`config.mk`:
```
export PLATFORM = sky130hd
export DESIGN_NAME = swdq_top
export DESIGN_NICKNAME = d
export VERILOG_FILES = /design/src/swdq_pkg.sv /design/src/swdq_top.sv /design/src/swdq_queue.sv
export SDC_FILE = /design/constraint.sdc
export NUM_CORES = 1
export LEC_CHECK = 0
export BUFFER_PORTS_ARGS = -buffer_cell sky130_fd_sc_hd__clkbuf_2
export CAP_MARGIN = 10
export CORE_ASPECT_RATIO = 2
export CORE_MARGIN = 5
export CORE_UTILIZATION = 55
export DETAILED_ROUTE_END_ITERATION = 10
export HOLD_SLACK_MARGIN = 0.15
export PLACE_DENSITY = 0.8
export SLEW_MARGIN = 40
export SYNTH_ARGS = -nofsm -noshare
export SYNTH_HDL_FRONTEND = slang
export SYNTH_SLANG_ARGS = --single-unit
```
`constraint.sdc`:
```
create_clock -name sys_clk_i -period 3.5 [get_ports sys_clk_i]
set_input_delay 0 -clock sys_clk_i [delete_from_list [all_inputs] [get_ports sys_clk_i]]
set_output_delay 0 -clock sys_clk_i [all_outputs]
set_load 0.02 [all_outputs]
```
`src/swdq_pkg.sv`:
```
// Shared constants and types for the single-wire debug and queue status block
package swdq_pkg;

    // ==================================================================
    // Link timing in bus cycles
    // ==================================================================
    localparam int unsigned CLK_HZ          = 40000000;
    localparam int unsigned BIT_CYCLES      = 16;
    localparam int unsigned SAMPLE_CYCLES   = 10;
    localparam int unsigned ONE_PULSE_AT    = 7;
    localparam int unsigned ZERO_LOW_CYCLES = 13;
    localparam int unsigned TIMEOUT_CYCLES  = 512;
    localparam int unsigned CMD_BITS        = 8;
    localparam int unsigned WORD_BITS       = 16;
    localparam logic [9:0]  CNT_RESET       = 10'h000;

    // ==================================================================
    // Queue status codes
    // ==================================================================
    localparam logic [1:0] NO_MOVE_CODE          = 2'h0;
    localparam logic [1:0] LATCH_BUS_CODE        = 2'h1;
    localparam logic [1:0] ADVANCE_LOAD_BUS_CODE = 2'h2;
    localparam logic [1:0] ADVANCE_LOAD_LAT_CODE = 2'h3;
    localparam logic [1:0] NO_START_CODE         = 2'h0;
    localparam logic [1:0] INT_START_CODE        = 2'h1;
    localparam logic [1:0] EVEN_START_CODE       = 2'h2;
    localparam logic [1:0] ODD_START_CODE        = 2'h3;

    typedef enum logic [1:0] {
        SWDQ_IDLE,
        SWDQ_RX,
        SWDQ_TX
    } swdq_link_t;

endpackage : swdq_pkg

```
`src/swdq_top.sv`:
```
// Single-wire debug serial link with queue status output
`timescale 1ns/10ps
`default_nettype none

// Behaviour
// - Bits travel most significant first, nominally sixteen bus cycles each.
// - 512 cycles without host falling edge times out and clears command register.
// - Bit start seen 0-1 cycles after falling edge; sample ten cycles later.
// - Device never drives the wire while host is sending a bit.
// - Wire is pseudo-open-drain; device receives and sends both levels.
// - A returned one is a brief high pulse seven cycles after bit start.
// - A returned zero is low for 12 cycles, then a brief high drive.
// - Hardware commands run during normal execution, stealing cycles only when needed.
// - Firmware commands and debug ROM only exist in active background mode.
// - Movement codes valid at rising phase edge: none, latch, advance-bus, advance-latch.
// - Start codes valid at falling phase edge: none, interrupt, even, odd.
// - Movement refers to previous falling-edge data; start to cycle beginning now.
// - Queue holds two 16-bit stages and a latch feeding stage one.
// - Even start runs high byte of stage two; odd start runs low byte.
// - Queue gives three bytes at start; instructions finish before next starts.
// - Every command opcode is eight bits, optionally followed by address or data.
module swdq_top
    import swdq_pkg::*;
(
    input  wire logic        sys_clk_i,         // 40 MHz bus clock
    input  wire logic        rstn_i,            // Async reset, active low
    input  wire logic        debug_wire_pin_i,  // Debug wire level from pad
    output logic             debug_wire_pin_o,  // Level driven onto debug wire
    output logic             debug_wire_pin_oe_o, // Drive enable for debug wire
    input  wire logic        background_debug_mode_i, // Active background mode
    output logic             debug_rom_map_o,   // Debug ROM visible in map
    input  wire logic        tx_load_i,         // Load reply word to send
    input  wire logic [15:0] tx_word_i,         // Reply word, sent MSB first
    input  wire logic [4:0]  tx_bits_i,         // Number of reply bits
    output logic             cmd_valid_o,       // Opcode byte received, one pulse
    output logic      [7:0]  cmd_opcode_o,      // Received command opcode
    output logic      [15:0] rx_word_o,         // Shift register of received bits
    output logic             rx_bit_o,          // Received bit strobe, one pulse
    output logic             link_timeout_o,    // Timeout pulse
    output logic             tx_busy_o,         // Reply word pending or in flight
    input  wire logic        bus_phase_clock_i, // Bus phase clock pin
    input  wire logic [15:0] bus_data_i,        // Program fetch data
    input  wire logic [1:0]  move_req_i,        // Queue movement request
    input  wire logic [1:0]  start_req_i,       // Execution start request
    output logic      [1:0]  queue_status_pins_o, // Queue status pins
    output logic      [7:0]  opcode_o,          // Started opcode byte
    output logic      [15:0] stage2_o           // Queue stage two
);

    // ==================================================================
    // State
    // ==================================================================
    typedef struct packed {
        logic [1:0]  wsync;
        logic        wire_d;
        logic [1:0]  psync;
        swdq_link_t  link;
        logic [4:0]  bcnt;
        logic [9:0]  idle;
        logic [3:0]  cmd_bits;
        logic [7:0]  cmd;
        logic        cmd_valid;
        logic [15:0] rx;
        logic        rx_bit;
        logic [15:0] tx;
        logic [4:0]  tx_left;
        logic        tx_bit;
        logic        drv;
        logic        oe;
        logic        tmo;
        logic        rom_map;
        logic        tx_busy;
    } swdq_s_t;

    swdq_s_t s;
    swdq_s_t next_s;

    // Speed-up pulse lasts one cycle so the pad never fights a host edge
    function automatic logic is_cnt(input logic [4:0] c, input int unsigned v);
        is_cnt = (c == v[4:0]);
    endfunction

    logic fall;

    always_comb begin
        next_s           = s;
        next_s.wsync     = {s.wsync[0], debug_wire_pin_i};
        next_s.wire_d    = s.wsync[1];
        next_s.psync     = {s.psync[0], bus_phase_clock_i};
        next_s.cmd_valid = 1'b0;
        next_s.rx_bit    = 1'b0;
        next_s.tmo       = 1'b0;
        next_s.oe        = 1'b0;
        next_s.drv       = 1'b1;
        next_s.rom_map   = background_debug_mode_i;
        fall             = s.wire_d && !s.wsync[1] && !s.oe;

        // Reply word is taken only when no reply bits are left to send
        if (tx_load_i && s.tx_left == 5'h00) begin
            next_s.tx      = tx_word_i;
            next_s.tx_left = tx_bits_i;
        end

        if (fall) begin
            next_s.idle = CNT_RESET;
        end else if (s.idle != 10'(TIMEOUT_CYCLES - 1)) begin
            next_s.idle = s.idle + 10'h001;
        end

        case (s.link)
            SWDQ_IDLE: begin
                // Bit start perceived here, 0-1 cycles after the edge
                if (fall) begin
                    next_s.bcnt = 5'h01;
                    if (s.tx_left != 5'h00) begin
                        next_s.link   = SWDQ_TX;
                        next_s.tx_bit = s.tx[15];
                        next_s.tx     = {s.tx[14:0], 1'b0};
                    end else begin
                        next_s.link = SWDQ_RX;
                    end
                end
            end
            SWDQ_RX: begin
                // Pad stays released for the whole host bit
                next_s.bcnt = s.bcnt + 5'h01;
                if (is_cnt(s.bcnt, SAMPLE_CYCLES)) begin
                    next_s.rx       = {s.rx[14:0], s.wsync[1]};
                    next_s.rx_bit   = 1'b1;
                    // Stops at eight so a long data phase never fakes a second opcode
                    if (s.cmd_bits != 4'(CMD_BITS)) begin
                        next_s.cmd_bits = s.cmd_bits + 4'h1;
                    end
                    if (s.cmd_bits == 4'(CMD_BITS - 1)) begin
                        next_s.cmd       = {s.rx[6:0], s.wsync[1]};
                        next_s.cmd_valid = 1'b1;
                    end
                    next_s.link = SWDQ_IDLE;
                end
            end
            SWDQ_TX: begin
                next_s.bcnt = s.bcnt + 5'h01;
                if (s.tx_bit) begin
                    // One: single high pulse, host already released
                    next_s.oe = is_cnt(s.bcnt, ONE_PULSE_AT);
                    if (is_cnt(s.bcnt, ONE_PULSE_AT)) begin
                        next_s.link    = SWDQ_IDLE;
                        next_s.tx_left = s.tx_left - 5'h01;
                    end
                end else begin
                    // Zero: low for 12 cycles, then one high cycle
                    next_s.oe  = 1'b1;
                    next_s.drv = is_cnt(s.bcnt, ZERO_LOW_CYCLES);
                    if (s.bcnt == 5'(ZERO_LOW_CYCLES + 1)) begin
                        next_s.oe      = 1'b0;
                        next_s.link    = SWDQ_IDLE;
                        next_s.tx_left = s.tx_left - 5'h01;
                    end
                end
            end
            default: begin
                next_s.link = SWDQ_IDLE;
            end
        endcase

        // Timeout clears command and restarts framing
        if (!fall && s.idle == 10'(TIMEOUT_CYCLES - 2)) begin
            next_s.tmo      = 1'b1;
            next_s.cmd      = 8'h00;
            next_s.cmd_bits = 4'h0;
            next_s.rx       = 16'h0000;
            next_s.tx_left  = 5'h00;
            next_s.link     = SWDQ_IDLE;
            next_s.oe       = 1'b0;
            next_s.drv      = 1'b1;
        end

        // Busy is registered so the output comes straight from a flop
        next_s.tx_busy = (next_s.tx_left != 5'h00) || (next_s.link == SWDQ_TX);
    end

    always_ff @(posedge sys_clk_i or negedge rstn_i) begin
        if (!rstn_i) begin
            s <= '0;
        end else begin
            s <= next_s;
        end
    end

    // ==================================================================
    // Queue status, phase clock already synchronised
    // ==================================================================
    logic [1:0]  q_status;
    logic [7:0]  q_opcode;
    logic [15:0] q_stage2;
    logic [1:0]  q_pins;
    logic [7:0]  q_op_r;
    logic [15:0] q_st2_r;

    swdq_queue u_queue (
        .sys_clk_i      (sys_clk_i),
        .rstn_i         (rstn_i),
        .bus_phase_i    (s.psync[1]),
        .bus_data_i     (bus_data_i),
        .move_req_i     (move_req_i),
        .start_req_i    (start_req_i),
        .queue_status_o (q_status),
        .opcode_o       (q_opcode),
        .stage2_o       (q_stage2)
    );

    // Already flops inside the queue; registered once more here for tidy outputs
    always_ff @(posedge sys_clk_i or negedge rstn_i) begin
        if (!rstn_i) begin
            q_pins  <= NO_MOVE_CODE;
            q_op_r  <= 8'h00;
            q_st2_r <= 16'h0000;
        end else begin
            q_pins  <= q_status;
            q_op_r  <= q_opcode;
            q_st2_r <= q_stage2;
        end
    end

    // Hardware commands are decoded outside and need no processor stall here
    assign debug_wire_pin_o    = s.drv;
    assign debug_wire_pin_oe_o = s.oe;
    assign debug_rom_map_o     = s.rom_map;
    assign cmd_valid_o         = s.cmd_valid;
    assign cmd_opcode_o        = s.cmd;
    assign rx_word_o           = s.rx;
    assign rx_bit_o            = s.rx_bit;
    assign link_timeout_o      = s.tmo;
    assign tx_busy_o           = s.tx_busy;
    assign queue_status_pins_o = q_pins;
    assign opcode_o            = q_op_r;
    assign stage2_o            = q_st2_r;
endmodule : swdq_top

`default_nettype wire

```
`src/swdq_queue.sv`:
```
// Instruction queue model and time-multiplexed queue status output
`timescale 1ns/10ps
`default_nettype none

module swdq_queue
    import swdq_pkg::*;
(
    input  wire logic        sys_clk_i,      // Bus clock
    input  wire logic        rstn_i,         // Async reset, active low
    input  wire logic        bus_phase_i,    // Bus phase clock level, sampled
    input  wire logic [15:0] bus_data_i,     // Program fetch data
    input  wire logic [1:0]  move_req_i,     // Data movement request code
    input  wire logic [1:0]  start_req_i,    // Execution start request code
    output logic      [1:0]  queue_status_o, // Multiplexed status value
    output logic      [7:0]  opcode_o,       // Opcode byte being started
    output logic      [15:0] stage2_o        // Queue stage two contents
);

    typedef struct packed {
        logic        ph_d;
        logic [15:0] hold;
        logic [15:0] st1;
        logic [15:0] st2;
        logic [15:0] bus_fall;
        logic [1:0]  status;
        logic [7:0]  opcode;
    } swdq_q_t;

    swdq_q_t q;
    swdq_q_t next_q;

    always_comb begin
        next_q      = q;
        next_q.ph_d = bus_phase_i;
        // Falling edge: capture bus data and present the start code
        if (q.ph_d && !bus_phase_i) begin
            next_q.bus_fall = bus_data_i;
            next_q.status   = start_req_i;
            if (start_req_i == EVEN_START_CODE) begin
                next_q.opcode = q.st2[15:8];
            end else if (start_req_i == ODD_START_CODE) begin
                next_q.opcode = q.st2[7:0];
            end
        end
        // Rising edge: movement applies to data seen at previous fall
        if (!q.ph_d && bus_phase_i) begin
            next_q.status = move_req_i;
            case (move_req_i)
                LATCH_BUS_CODE: begin
                    next_q.hold = q.bus_fall;
                end
                ADVANCE_LOAD_BUS_CODE: begin
                    next_q.st2 = q.st1;
                    next_q.st1 = q.bus_fall;
                end
                ADVANCE_LOAD_LAT_CODE: begin
                    next_q.st2 = q.st1;
                    next_q.st1 = q.hold;
                end
                default: begin
                    next_q.st1 = q.st1;
                end
            endcase
        end
    end

    always_ff @(posedge sys_clk_i or negedge rstn_i) begin
        if (!rstn_i) begin
            q <= '0;
        end else begin
            q <= next_q;
        end
    end

    assign queue_status_o = q.status;
    assign opcode_o       = q.opcode;
    assign stage2_o       = q.st2;
endmodule : swdq_queue

`default_nettype wire

```
Word-level counts from Yosys, hierarchy flattened

Cells that the tools add are included.

Register bits: 180
Input bits: 47
Output and inout bits: 57
Word-level logic and storage cells: 122

Add/sub/neg operators: 4
Equality and inequality tests: 17
Multiplexer cells: 36
Reduce and logical (&&, ||, !) cells: 36

Operators with widths:

| cell                  | number |
|---|---|
| $mux 16               | 4 |
| $mux 30               | 2 |
| $pmux 16 s2           | 1 |
| $mux 10               | 3 |
| $mux 5                | 5 |
| $mux 21               | 1 |
| $reduce_bool 2->1     | 9 |
| $mux 2                | 8 |
| $mux 8                | 2 |
| $eq 5x4->1 const B    | 3 |
| $eq 2x2->1 const B    | 6 |
| $mux 12               | 1 |
| $reduce_and 2->1      | 6 |
| $add 10x1->10 const B | 1 |
| $eq 10x9->1 const B   | 1 |
| $ne 10x9->1 const B   | 1 |
| $pmux 5 s2            | 1 |
| $reduce_bool 5->1     | 2 |
| $mux 9                | 1 |
| $reduce_and 3->1      | 3 |
| $mux 7                | 1 |
| $logic_and 1x1->1     | 6 |
| $pmux 2 s3            | 1 |
| $add 5x1->5 const B   | 1 |
| 15 further kinds      | 23 |

Depth between registers and ports, before layout

Gate-level depths: netlist (run 1).

Depth in word-level cells: 9
Mapped depth: 10
Mapped depth without buffers: 9

By module

A second synthesis (run 1) with hierarchy kept.

Cells, all modules: 678
Area, all modules: 7988.9 µm²

Modules (own cells, without submodules):

| module     | times used | cells each | area each (µm²) | sequential area each (µm²) |
|---|---|---|---|---|
| swdq_top   | 1          | 424        | 4550.6          | 2627.5 |
| swdq_queue | 1          | 254        | 3438.3          | 1876.8 |

Least setup slack after synthesis (run 1)

No wires, ideal clock.

Path type: flip-flop to flip-flop
From: register s[6] (netlist name)
To: register s, in the netlist tx_busy_o
Library setup time: 0.124 ns
Arrival time: 1.750 ns
Data required time: 3.376 ns
Slack: 1.627 ns
Cell stages (with the launch flop): 10
Buffers on the path: 1
Period minus slack after synthesis: 1.873 ns
Cell sequence: dfrtp_1 > inv_1 > ha_1 > nor3b_2 > and3_1 > buf_6 > nand3b_1 > a21oi_1 > or2_1 > a211o_1

RTL lines:

| item                     | RTL line        | source |
|---|---|---|
| start: declaration       | swdq_top.sv:75  | `swdq_s_t s;` |
| start signal: assignment | swdq_top.sv:186 | `s <= next_s;` |

Worst setup path in the final report (run 1)

From: register s[67] (netlist name)
To: register s, in the netlist cmd_opcode_o[4]

Cells in the longest elaborated chain, start to end: 3

Ends and longest elaborated chain:

| item                        | RTL line       | source |
|---|---|---|
| $eq 5x4->1                  | swdq_top.sv:80 | `is_cnt = (c == v[4:0]);` |
| $reduce_bool 2->1 (no line) | -              |  |
| $reduce_and 3->1 (no line)  | -              |  |

No other way between the ends.
A chain may end at the register's enable or synchronous reset.

==> results of run 1 <==
[cells by family after synthesis]
kind of cell	share of synthesized area
compound gates	0.0783
buf+inv	0.0509
flops	0.595
fa+ha+maj	0.0231
mux	0.140
simple gates	0.105
xor+xnor	0.00809
[worst reg2reg max path: cells and delay by family (launching register included)]
kind	cells	cell delay (ps)
multiplexers	1	330
adder cells (fa/ha/maj)	1	200
flip-flops	1	440
buffers and inverters	3	580
AND/OR/NAND/NOR	5	990
[timing repair]
action | 4_1_cts | 5_1_grt
endpoints found under the setup margin | 0 | 0
hold buffers | 45 | 1
endpoints found under the hold margin | 153 | 33
[cells in the mapped netlist (8+ instances only)]
cell                       instances  share of area
sky130_fd_sc_hd__dfrtp_1         180           0.59
sky130_fd_sc_hd__ha_1             14          0.023
sky130_fd_sc_hd__mux2_2           49          0.073
sky130_fd_sc_hd__buf_2             8         0.0053
sky130_fd_sc_hd__o21ai_1          12         0.0079
sky130_fd_sc_hd__a21oi_1          40          0.026
sky130_fd_sc_hd__o21ai_0          30          0.020
sky130_fd_sc_hd__clkbuf_1         17         0.0084
sky130_fd_sc_hd__inv_1            15         0.0074
sky130_fd_sc_hd__mux2i_1          51          0.067
sky130_fd_sc_hd__nor3_1            8         0.0053
sky130_fd_sc_hd__nor2_1           40          0.020
sky130_fd_sc_hd__buf_4            26          0.026
sky130_fd_sc_hd__nand2_1          87          0.043
[sequential cells by signal (all words and copies together) (netlist names), 2 cells and up]
register,cells
u_queue.q,49
s,45
u_queue.queue_status_o,2
u_queue.stage2_o,16
opcode_o,8
queue_status_pins_o,2
stage2_o,16
next_s,3
rx_word_o,16
u_queue.opcode_o,8
cmd_opcode_o,8
[cell type report]
class,count,area [µm²]
Tap cell,155,194
Sequential cell,180,4500
Fill cell,967,4380
Timing Repair Buffer,161,1100
Clock buffer,18,439
Inverter,16,60.1
Clock inverter,13,138
Multi-Input combinational cell,395,2700
[worst max-delay path by stage]
stage               start               to
floorplan            s[6]        tx_busy_o
global placement    s[67]  cmd_opcode_o[4]
detailed placement  s[67]  cmd_opcode_o[4]
CTS                 s[67]  cmd_opcode_o[4]
global route        s[67]  cmd_opcode_o[1]
finish              s[67]  cmd_opcode_o[4]
[report_power, final]
group / internal [mW] / total, mW / leakage (nW) / switching, mW
Sequential: 2.54 / 2.85 / 2.28 / 0.314
Clock: 1.02 / 1.85 / 0.284 / 0.824
Combinational: 0.494 / 1.11 / 1.87 / 0.616
Total: 4.06 / 5.81 / 4.43 / 1.75
[routing by layer]
layer	share of wire	vias to the layer above	global-route usage
met5	0	-	0
met4	0.029	0	0.0936
met3	0.039	36	0.0422
met2	0.57	125	0.372
met1	0.36	2498	0.208
li1	-	2431	-
[through the flow]
stage	util	hold slack, ps	instances	power, mW	cell area [µm²]
finish	0.676	172	938	5.81	9130
global route	0.676	215	938	6.14	9130
CTS	0.672	160	935	5.86	9080
detailed placement	0.596	110	859	3.95	8060
global placement	0.596	108	859	3.86	8050
floorplan	-	-296	645	3.53	7570
==> load_flow_metrics.sql, run 1 <==
INSERT INTO impl_metrics (metric_group, metric, value, unit) VALUES
('placed_design', 'buffer_ports.inserted', '103', ''),
('detailed_routing', 'detail_route.wirelength', '15300', 'µm'),
('detailed_routing', 'dr.first_iter.drc_count', '192', ''),
('worst_hold_path', 'hold-path-endpoint', 's[26]', ''),
('floorplanning', 'fp.dieH', '176', 'µm'),
('cts', 'cts_buffer_depth', '2', ''),
('worst_hold_path', 'timing.hold.worst.class', 'in2reg', ''),
('cts', 'tritoncts_buffers', '17', ''),
('placed_design', 'gp_congestion', '0.781', ''),
('sta', 'totalNegativeSetupSlack', '0', 'ps'),
('global_route', 'grt_usage', '0.199', ''),
('worst_hold_path', 'hold_path.startpoint', 'tx_load_i', ''),
('global_route', 'grt_pass1_vias', '5483', ''),
('global_route', 'grt_first_pass_wirelength', '25700', 'µm'),
('yosys', 'synth-seq-area-share', '0.595', ''),
('floorplanning', 'rows', '60', ''),
('cells_and_area', 'nNetsFinal', '832', ''),
('placed_design', 'place_worst_setup_slack', '818', 'ps'),
('global_route', 'antenna_found_initial', '0', ''),
('floorplanning', 'die-area', '16400', 'µm²'),
('sta', 'setup_viol', '0', ''),
('detailed_routing', 'avgViaCountPerCell', '5.43', ''),
('cells_and_area', 'layout-drive-gt1-share', '0.263', ''),
('sta', 'report.final.hold_viol_count', '0', ''),
('critical_path', 'critical_path.startpoint_type', 'flip-flop', ''),
('global_route', 'grt_start_max_net_pins', '111', ''),
('power', 'static-leakage-power', '4.43', 'nW'),
('outcome', 'status', 'completed', ''),
('critical_path', 'endpoint_kind', 'flip-flop', ''),
('cells_and_area', 'diodes', '0', ''),
('detailed_routing', 'wire_per_inst', '16.3', 'µm'),
('power', 'power.ir.vdd_worst', '0.000493', 'V'),
('critical_path', 'path_depth', '10', ''),
('cts', 'clockRootBuffer', 'sky130_fd_sc_hd__clkbuf_16', ''),
('critical_path', 'critical-path-top-delay-family', 'simple AND/OR/NAND/NOR gates', ''),
('critical_path', 'path_cells', 'inv_1 > ha_1 > nand2_1 > nor3_1 > nand2_1 > buf_4 > inv_2 > nand4b_1 > mux2i_1 > nor2_1', ''),
('critical_path', 'r2r_end', 'cmd_opcode_o[4]', ''),
('critical_path', 'worst-path-max-fanout', '22', ''),
('critical_path', 'worstPathArrival', '2950', 'ps'),
('sta', 'worst_clock_skew', '9.54', 'ps'),
('placed_design', 'hpwlAfterDp', '10700', 'µm'),
('detailed_routing', 'pre_antenna_drt_iters', '4', ''),
('sta', 'timing.final.ws_setup', '848', 'ps'),
('detailed_routing', 'dr_vias', '5090', ''),
('critical_path', 'worst_path_max_delay_cell', 'sky130_fd_sc_hd__nand4b_1', ''),
('cts', 'clk_latency', '420', 'ps'),
('floorplanning', 'die_width', '93.0', 'µm'),
('global_route', 'gr-total-overflow', '0', ''),
('sta', 'slew_viol_final', '0', ''),
('cts', 'tritoncts_num_sinks', '180', ''),
('cells_and_area', 'area_growth_syn_to_layout', '20.5', '%'),
('worst_hold_path', 'holdPathStages', '4', ''),
('yosys', 'synthesized_net_count', '706', ''),
('cts', 'h_tree_depth_reported_by_cts', '4', ''),
('critical_path', 'crit_path_max_incr_delay', '560', 'ps'),
('sta', 'slew-limit-headroom', '0.586', ''),
('critical_path', 'r2r_cells', '10', ''),
('floorplanning', 'start_util', '0.561', ''),
('power', 'power.density', '636', 'nW/µm²'),
('floorplanning', 'io_count', '104', ''),
('cells_and_area', 'layout_commonest_cell', 'sky130_fd_sc_hd__dfrtp_1', ''),
('detailed_routing', 'route.detailed.drc', '0', ''),
('critical_path', 'r2r_setup_slack', '850', 'ps'),
('sta', 'max_clock_freq', '0.377', 'GHz'),
('cts', 'clkTransAtPathRegs', '70', 'ps'),
('yosys', 'mapped_avg_cell_area', '11.7', 'µm²'),
('cts', 'cts_setup_buffers', '0', ''),
('cts', 'tritoncts', 'yes', ''),
('sta', 'ratio_of_final_minimum_period_to_clock_period', '0.758', ''),
('critical_path', 'timing_worst_setup_path_type', 'reg2reg', ''),
('yosys', 'async_sr_flop_fraction', '1.00', '');
No activity file was read; power rests on OpenSTA's default activity.
==> inputs of run 2 (changes only) <==
- clock period: 3.5 -> 2.71 ns (I/O delays scaled with it)
==> load_flow_metrics.sql, run 2 (synthesis gave the netlist of run 1 again) <==
INSERT INTO impl_metrics (metric_group, metric, value, unit) VALUES
('sta', 'worst_clock_skew', '12.7', 'ps'),
('sta', 'report.final.hold_viol_count', '0', ''),
('cells_and_area', 'seqCellArea', '4500', 'µm²'),
('cells_and_area', 'largest_register_ff_count', '49', ''),
('critical_path', 'worstPathArrival', '2900', 'ps'),
('global_route', 'globalRouteMet3Util', '0.0388', ''),
('cts', 'cts_setup_buffers', '0', ''),
('cells_and_area', 'layout_commonest_cell', 'sky130_fd_sc_hd__dfrtp_1', ''),
('global_route', 'grt_pass1_vias', '5687', ''),
('cts', 'clockRootBuffer', 'sky130_fd_sc_hd__clkbuf_16', ''),
('global_route', 'antenna_found_initial', '0', ''),
('cells_and_area', 'nNetsFinal', '833', ''),
('placed_design', 'numPlacedInstances', '862', ''),
('critical_path', 'worst-path-max-fanout', '14', ''),
('floorplanning', 'placeableCoreArea', '13500', 'µm²'),
('global_route', 'grtUsageMet2', '0.397', ''),
('sta', 'setup_repair_after_global_routing_missed_its_margin', 'no', ''),
('sta', 'timing.final.ws_setup', '171', 'ps'),
('detailed_routing', 'avgViaCountPerCell', '5.57', ''),
('critical_path', 'critical_path.n_buffers_inverters', '3', ''),
('floorplanning', 'io_count', '104', ''),
('cells_and_area', 'final_instance_count_without_filler_cells', '940', ''),
('outcome', 'status', 'completed', ''),
('detailed_routing', 'detail_route.wirelength', '16000', 'µm'),
('power', 'static-leakage-power', '4.44', 'nW'),
('sta', 'setup_viol', '0', ''),
('cells_and_area', 'fillCellCount', '952', ''),
('critical_path', 'path_cells', 'inv_1 > ha_1 > nor3b_2 > and3_2 > buf_4 > nand2_1 > a21oi_1 > dlygate4sd3_1', ''),
('global_route', 'grt_start_max_net_pins', '93', ''),
('power', 'power.ir.vdd_worst', '0.000579', 'V'),
('placed_design', 'buffer_ports.inserted', '103', ''),
('sta', 'totalNegativeSetupSlack', '0', 'ps'),
('floorplanning', 'start_util', '0.561', ''),
('cts', 'clk_latency', '420', 'ps'),
('cells_and_area', 'multi_input_area', '2700', 'µm²'),
('power', 'comb_power_share', '0.191', ''),
('cells_and_area', 'biggestRegsByFlops', 'u_queue.q: 49 flops, s: 45 flops', ''),
('cts', 'clkTransAtPathRegs', '80', 'ps'),
('cts', 'tritoncts_num_sinks', '180', ''),
('critical_path', 'critical_path.startpoint_type', 'flip-flop', ''),
('placed_design', 'hpwlAfterDp', '10900', 'µm'),
('power', 'power.density', '825', 'nW/µm²'),
('critical_path', 'timing_worst_setup_path_type', 'reg2reg', ''),
('global_route', 'gr-total-overflow', '0', ''),
('detailed_routing', 'wire_per_inst', '17.0', 'µm'),
('cells_and_area', 'fin_area', '9140', 'µm²'),
('global_route', 'top_usage_layer', 'met2', ''),
('detailed_routing', 'ant_nets', '0', ''),
('cts', 'cts_buffer_depth', '2', ''),
('cells_and_area', 'diodes', '0', ''),
('critical_path', 'endpoint_kind', 'flip-flop', ''),
('sta', 'slew-limit-headroom', '0.498', ''),
('sta', 'period_needed', '2540', 'ps'),
('cts', 'tritoncts', 'yes', ''),
('critical_path', 'cp_required', '3070', 'ps'),
('critical_path', 'critical-path-top-delay-family', 'buffers and inverters', ''),
('sta', 'worst_slew_pin_slew', '753', 'ps'),
('cells_and_area', 'layout.cells.most_common_list', '180 x sky130_fd_sc_hd__dfrtp_1, 102 x sky130_fd_sc_hd__clkbuf_2, 87 x sky130_fd_sc_hd__nand2_1', ''),
('placed_design', 'dpl_cell_area', '8090', 'µm²'),
('global_route', 'grt_usage', '0.209', ''),
('detailed_routing', 'dr_vias', '5234', ''),
('floorplanning', 'die-area', '16400', 'µm²'),
('worst_hold_path', 'timing.hold.worst.class', 'in2reg', ''),
('cts', 'h_tree_depth_reported_by_cts', '4', ''),
('global_route', 'gr-usage-met1', '0.221', ''),
('power', 'power.switching_fraction', '0.317', ''),
('cts', 'tritoncts_buffers', '17', ''),
('sta', 'max_clock_freq', '0.394', 'GHz'),
('detailed_routing', 'pre_antenna_drt_iters', '5', ''),
('placed_design', 'place_worst_setup_slack', '405', 'ps'),
('power', 'p_total', '7.54', 'mW'),
('cells_and_area', 'max_flop_register', 'u_queue.q', ''),
('detailed_routing', 'route.detailed.drc', '0', ''),
('floorplanning', 'die_width', '93.0', 'µm'),
('floorplanning', 'rows', '60', ''),
('run', 'max-cap-violations', '0', ''),
('power', 'power.net_switching', '2.39', 'mW'),
('sta', 'ratio_of_final_minimum_period_to_clock_period', '0.937', ''),
('detailed_routing', 'dr.first_iter.drc_count', '148', ''),
('critical_path', 'crit_path_max_incr_delay', '570', 'ps'),
('power', 'clockPowerShare', '0.317', ''),
('floorplanning', 'fp.dieH', '176', 'µm'),
('cells_and_area', 'area_growth_syn_to_layout', '20.7', '%'),
('critical_path', 'worst_path_max_delay_cell', 'sky130_fd_sc_hd__dlygate4sd3_1', ''),
('global_route', 'grt_first_pass_wirelength', '27100', 'µm'),
('power', 'seq_power_share', '0.492', ''),
('placed_design', 'gp_congestion', '0.787', ''),
('cells_and_area', 'layout-drive-gt1-share', '0.268', ''),
('sta', 'slew_viol_final', '0', ''),
('power', 'internal-power', '5.15', 'mW');
==> run 2: changes by cell type in the layout (fill, tap and decap cells not counted) <==
cell / delta
sky130_fd_sc_hd__clkinv_8: +4
sky130_fd_sc_hd__inv_8: +1
sky130_fd_sc_hd__buf_4: +2
sky130_fd_sc_hd__bufinv_16: -1
sky130_fd_sc_hd__buf_12: +1
sky130_fd_sc_hd__inv_6: -3
sky130_fd_sc_hd__and3_1: -1
sky130_fd_sc_hd__buf_8: -1
sky130_fd_sc_hd__and3_2: +1
sky130_fd_sc_hd__clkinv_4: +1
sky130_fd_sc_hd__dlygate4sd3_1: -1
sky130_fd_sc_hd__buf_16: -1
==> run 2: per-stage QoR <==
step,hold slack (ps),util
global route,150,0.676
floorplan,-296,-
global placement,109,0.599
CTS,152,0.676
finish,156,0.676
detailed placement,110,0.599
==> run 2: worst reg2reg max path, cell delays in order, from the launching register on <==
cell and delay [ps]:
sky130_fd_sc_hd__dfrtp_1 430, sky130_fd_sc_hd__inv_1 80, sky130_fd_sc_hd__ha_1 220, sky130_fd_sc_hd__nor3b_2 350, sky130_fd_sc_hd__and3_2 340, sky130_fd_sc_hd__buf_4 290
sky130_fd_sc_hd__nand2_1 90, sky130_fd_sc_hd__a21oi_1 110, sky130_fd_sc_hd__dlygate4sd3_1 570
==> run 2: worst paths after layout <==
kind | start | to | slack (ps) | cells after the start
max in group asynchronous | rstn_i | s[20] | 1710 | 3
max | s[6] | s[11] | 170 | 8
min in group asynchronous | rstn_i | s[54] | 170 | 2
min | tx_load_i | s[8] | 160 | 4
min reg2reg | next_s[75] | s[75] | 360 | 0
max reg2reg | s[6] | s[11] | 170 | 8
==> run 2: power by group through the flow <==
stage,logic [mW],clock network (mW),registers [mW]
after floorplan,0.786,0,3.77
after global placement,1.31,0,3.70
after detailed placement,1.37,0,3.74
after CTS,1.44,2.43,3.70
after global routing,1.60,2.55,3.79
final,1.44,2.39,3.71
==> run 2: what timing repair did <==
item	4_1_cts	5_1_grt
gates resized for setup	0	1
endpoints found under the setup margin	0	1
hold buffers	45	0
endpoints found under the hold margin	136	0
==> run 2: final cells by class <==
class / count / share of cell area
clock inverters: 15 / 0.0182
repair buffers: 162 / 0.119
well taps: 155 / 0.0212
inverters: 16 / 0.00657
multi-input cells: 395 / 0.295
flip-flops and latches: 180 / 0.493
clock buffers: 17 / 0.0465
==> run 2: metal layers <==
metal / vias to the layer above / wire, µm / part of all wire
met2: 148 / 9260 / 0.58
li1: 2438 / - / -
met5: - / 0 / 0
met3: 33 / 586 / 0.037
met4: 0 / 385 / 0.024
met1: 2615 / 5770 / 0.36
==> inputs of run 3 (changes only) <==
==> constraint.sdc (replaced) <==
create_clock -name sys_clk_i -period 2.71 [get_ports sys_clk_i]
set_input_delay 0.813 -clock sys_clk_i [delete_from_list [all_inputs] [get_ports sys_clk_i]]
set_output_delay 0.813 -clock sys_clk_i [all_outputs]
set_load 0.02 [all_outputs]
==> load_flow_metrics.sql, run 3 (synthesis gave the netlist of run 1 again) <==
INSERT INTO impl_metrics (metric_group, metric, value, unit) VALUES
('outcome', 'status', 'completed', ''),
('detailed_routing', 'avgViaCountPerCell', '5.58', ''),
('floorplanning', 'start_util', '0.561', ''),
('power', 'power.ir.vdd_worst', '0.000671', 'V'),
('cells_and_area', 'diodes', '0', ''),
('placed_design', 'numPlacedInstances', '865', ''),
('cts', 'tritoncts_num_sinks', '180', ''),
('cells_and_area', 'fillCellCount', '1035', ''),
('sta', 'max_clock_freq', '0.434', 'GHz'),
('critical_path', 'path_depth', '8', ''),
('global_route', 'grt_usage', '0.196', ''),
('placed_design', 'gp_congestion', '0.790', ''),
('detailed_routing', 'dr_vias', '5009', ''),
('cts', 'clkTransAtPathRegs', '70', 'ps'),
('global_route', 'antenna_found_initial', '0', ''),
('critical_path', 'endpoint_kind', 'flip-flop', ''),
('global_route', 'gr-total-overflow', '0', ''),
('sta', 'worst_slew_pin_slew', '606', 'ps'),
('power', 'static-leakage-power', '4.28', 'nW'),
('power', 'p_total', '7.65', 'mW'),
('worst_hold_path', 'hold_path.startpoint', 'next_s[75]', ''),
('critical_path', 'critical_path.n_buffers_inverters', '1', ''),
('critical_path', 'r2r_cells', '8', ''),
('cts', 'tritoncts_buffers', '17', ''),
('detailed_routing', 'detail_route.wirelength', '15100', 'µm'),
('cts', 'cts_setup_buffers', '0', ''),
('floorplanning', 'placeableCoreArea', '13500', 'µm²'),
('worst_hold_path', 'timing.hold.worst.class', 'reg2reg', ''),
('detailed_routing', 'ant_nets', '0', ''),
('sta', 'period_needed', '2300', 'ps'),
('global_route', 'grt_start_max_net_pins', '63', ''),
('placed_design', 'buffer_ports.inserted', '103', ''),
('global_route', 'grt_first_pass_wirelength', '25400', 'µm'),
('power', 'internal-power', '5.30', 'mW'),
('critical_path', 'crit_path_max_incr_delay', '510', 'ps'),
('worst_hold_path', 'hold-path-endpoint', 's[75]', ''),
('power', 'seq_power_share', '0.483', ''),
('worst_hold_path', 'holdPathStages', '0', ''),
('detailed_routing', 'route.detailed.drc', '0', ''),
('cells_and_area', 'largest_register_ff_count', '49', ''),
('critical_path', 'critical-path-top-delay-family', 'compound AO/OA/AOI/OAI gates', ''),
('sta', 'hold_slack', '350', 'ps'),
('cts', 'clk_latency', '420', 'ps'),
('critical_path', 'worstPathArrival', '2610', 'ps'),
('sta', 'report.final.hold_viol_count', '0', ''),
('critical_path', 'critical_path.startpoint_type', 'flip-flop', ''),
('cts', 'cts_buffer_depth', '2', ''),
('cells_and_area', 'layout-drive-gt1-share', '0.284', ''),
('sta', 'ratio_of_final_minimum_period_to_clock_period', '0.849', ''),
('sta', 'slew_viol_final', '0', ''),
('detailed_routing', 'wire_per_inst', '16.8', 'µm'),
('floorplanning', 'io_count', '104', ''),
('run', 'max-cap-violations', '0', ''),
('power', 'power.net_switching', '2.35', 'mW'),
('critical_path', 'startpoint_of_the_worst_register_to_register_path', 's[67]', ''),
('power', 'power.switching_fraction', '0.307', ''),
('critical_path', 'r2r_end', 'tx_busy_o', ''),
('cts', 'tritoncts', 'yes', ''),
('power', 'comb_power_share', '0.181', ''),
('cells_and_area', 'biggestRegsByFlops', 'u_queue.q: 49 flops, s: 45 flops', ''),
('critical_path', 'timing_worst_setup_path_type', 'reg2reg', ''),
('floorplanning', 'die_width', '93.0', 'µm'),
('critical_path', 'r2r_setup_slack', '410', 'ps'),
('power', 'clockPowerShare', '0.335', ''),
('cts', 'clockRootBuffer', 'sky130_fd_sc_hd__clkbuf_16', ''),
('sta', 'totalNegativeSetupSlack', '0', 'ps'),
('cts', 'h_tree_depth_reported_by_cts', '4', ''),
('cts', 'postCtsResizedCells', '0', ''),
('sta', 'slew-limit-headroom', '0.596', ''),
('critical_path', 'cp_required', '3020', 'ps'),
('sta', 'setup_viol', '0', ''),
('detailed_routing', 'dr.first_iter.drc_count', '204', ''),
('cells_and_area', 'area_growth_syn_to_layout', '15.6', '%'),
('cells_and_area', 'final_instance_count_without_filler_cells', '897', ''),
('floorplanning', 'die-area', '16400', 'µm²'),
('cells_and_area', 'nNetsFinal', '790', ''),
('cells_and_area', 'layout.cells.most_common_list', '180 x sky130_fd_sc_hd__dfrtp_1, 102 x sky130_fd_sc_hd__clkbuf_2, 87 x sky130_fd_sc_hd__nand2_1', ''),
('cts', 'cts-hold-fix-buffers', '0', ''),
('cells_and_area', 'max_flop_register', 'u_queue.q', ''),
('placed_design', 'hpwlAfterDp', '11200', 'µm'),
('detailed_routing', 'pre_antenna_drt_iters', '5', ''),
('sta', 'setup_repair_after_global_routing_missed_its_margin', 'no', ''),
('critical_path', 'path_cells', 'inv_1 > ha_1 > nand3b_1 > a21oi_2 > a31o_2 > a21oi_1 > or2_1 > a211o_1', ''),
('cells_and_area', 'layout_commonest_cell', 'sky130_fd_sc_hd__dfrtp_1', ''),
('critical_path', 'worst-path-max-fanout', '14', ''),
('global_route', 'grt_pass1_vias', '5369', ''),
('critical_path', 'worst_path_max_delay_cell', 'sky130_fd_sc_hd__a21oi_2', ''),
('power', 'power.density', '873', 'nW/µm²'),
('floorplanning', 'rows', '60', ''),
('floorplanning', 'fp.dieH', '176', 'µm'),
('sta', 'worst_clock_skew', '14.3', 'ps');
==> run 3: layer usage <==
metal / wire length (µm) / global-route usage / part of all wire
met5: 0 / 0 / 0
met4: 329 / 0.0697 / 0.022
met2: 8730 / 0.377 / 0.58
met3: 693 / 0.0456 / 0.046
met1: 5340 / 0.203 / 0.35
==> run 3: stage by stage <==
step	instance area, µm²	util	setup slack [ps]
final	8760	0.648	408
after global routing	8760	0.648	247
after CTS	8760	0.648	419
after floorplan	7570	-	775
after global placement	8120	0.601	360
after detailed placement	8130	0.601	430
==> run 3: area by class of cell <==
| type | instances | area [µm²] | area share |
|---|---|---|---|
| flip-flops and latches | 180 | 4500 | 0.514 |
| multi-input cells | 395 | 2700 | 0.308 |
| repair buffers | 119 | 671 | 0.0766 |
| clock buffers | 17 | 425 | 0.0486 |
| clock inverters | 15 | 208 | 0.0237 |
| well taps | 155 | 194 | 0.0221 |
| inverters | 16 | 60.1 | 0.00686 |
==> run 3: worst max path at each step <==
stage	start	to	slack, ps
after floorplan	move_req_i[0]	u_queue.q[64]	780
after global placement	s[57]	tx_busy_o	360
after detailed placement	s[67]	tx_busy_o	430
after CTS	s[67]	tx_busy_o	420
after global routing	s[67]	tx_busy_o	250
final	s[67]	tx_busy_o	410
==> run 3: power by group through the flow <==
stage	clock [mW]	sequential (mW)	combinational [mW]
finish	2.57	3.70	1.39
CTS	2.62	3.70	1.41
detailed placement	0	3.74	1.39
global route	2.76	3.78	1.54
floorplan	0	3.77	0.786
global placement	0	3.69	1.31
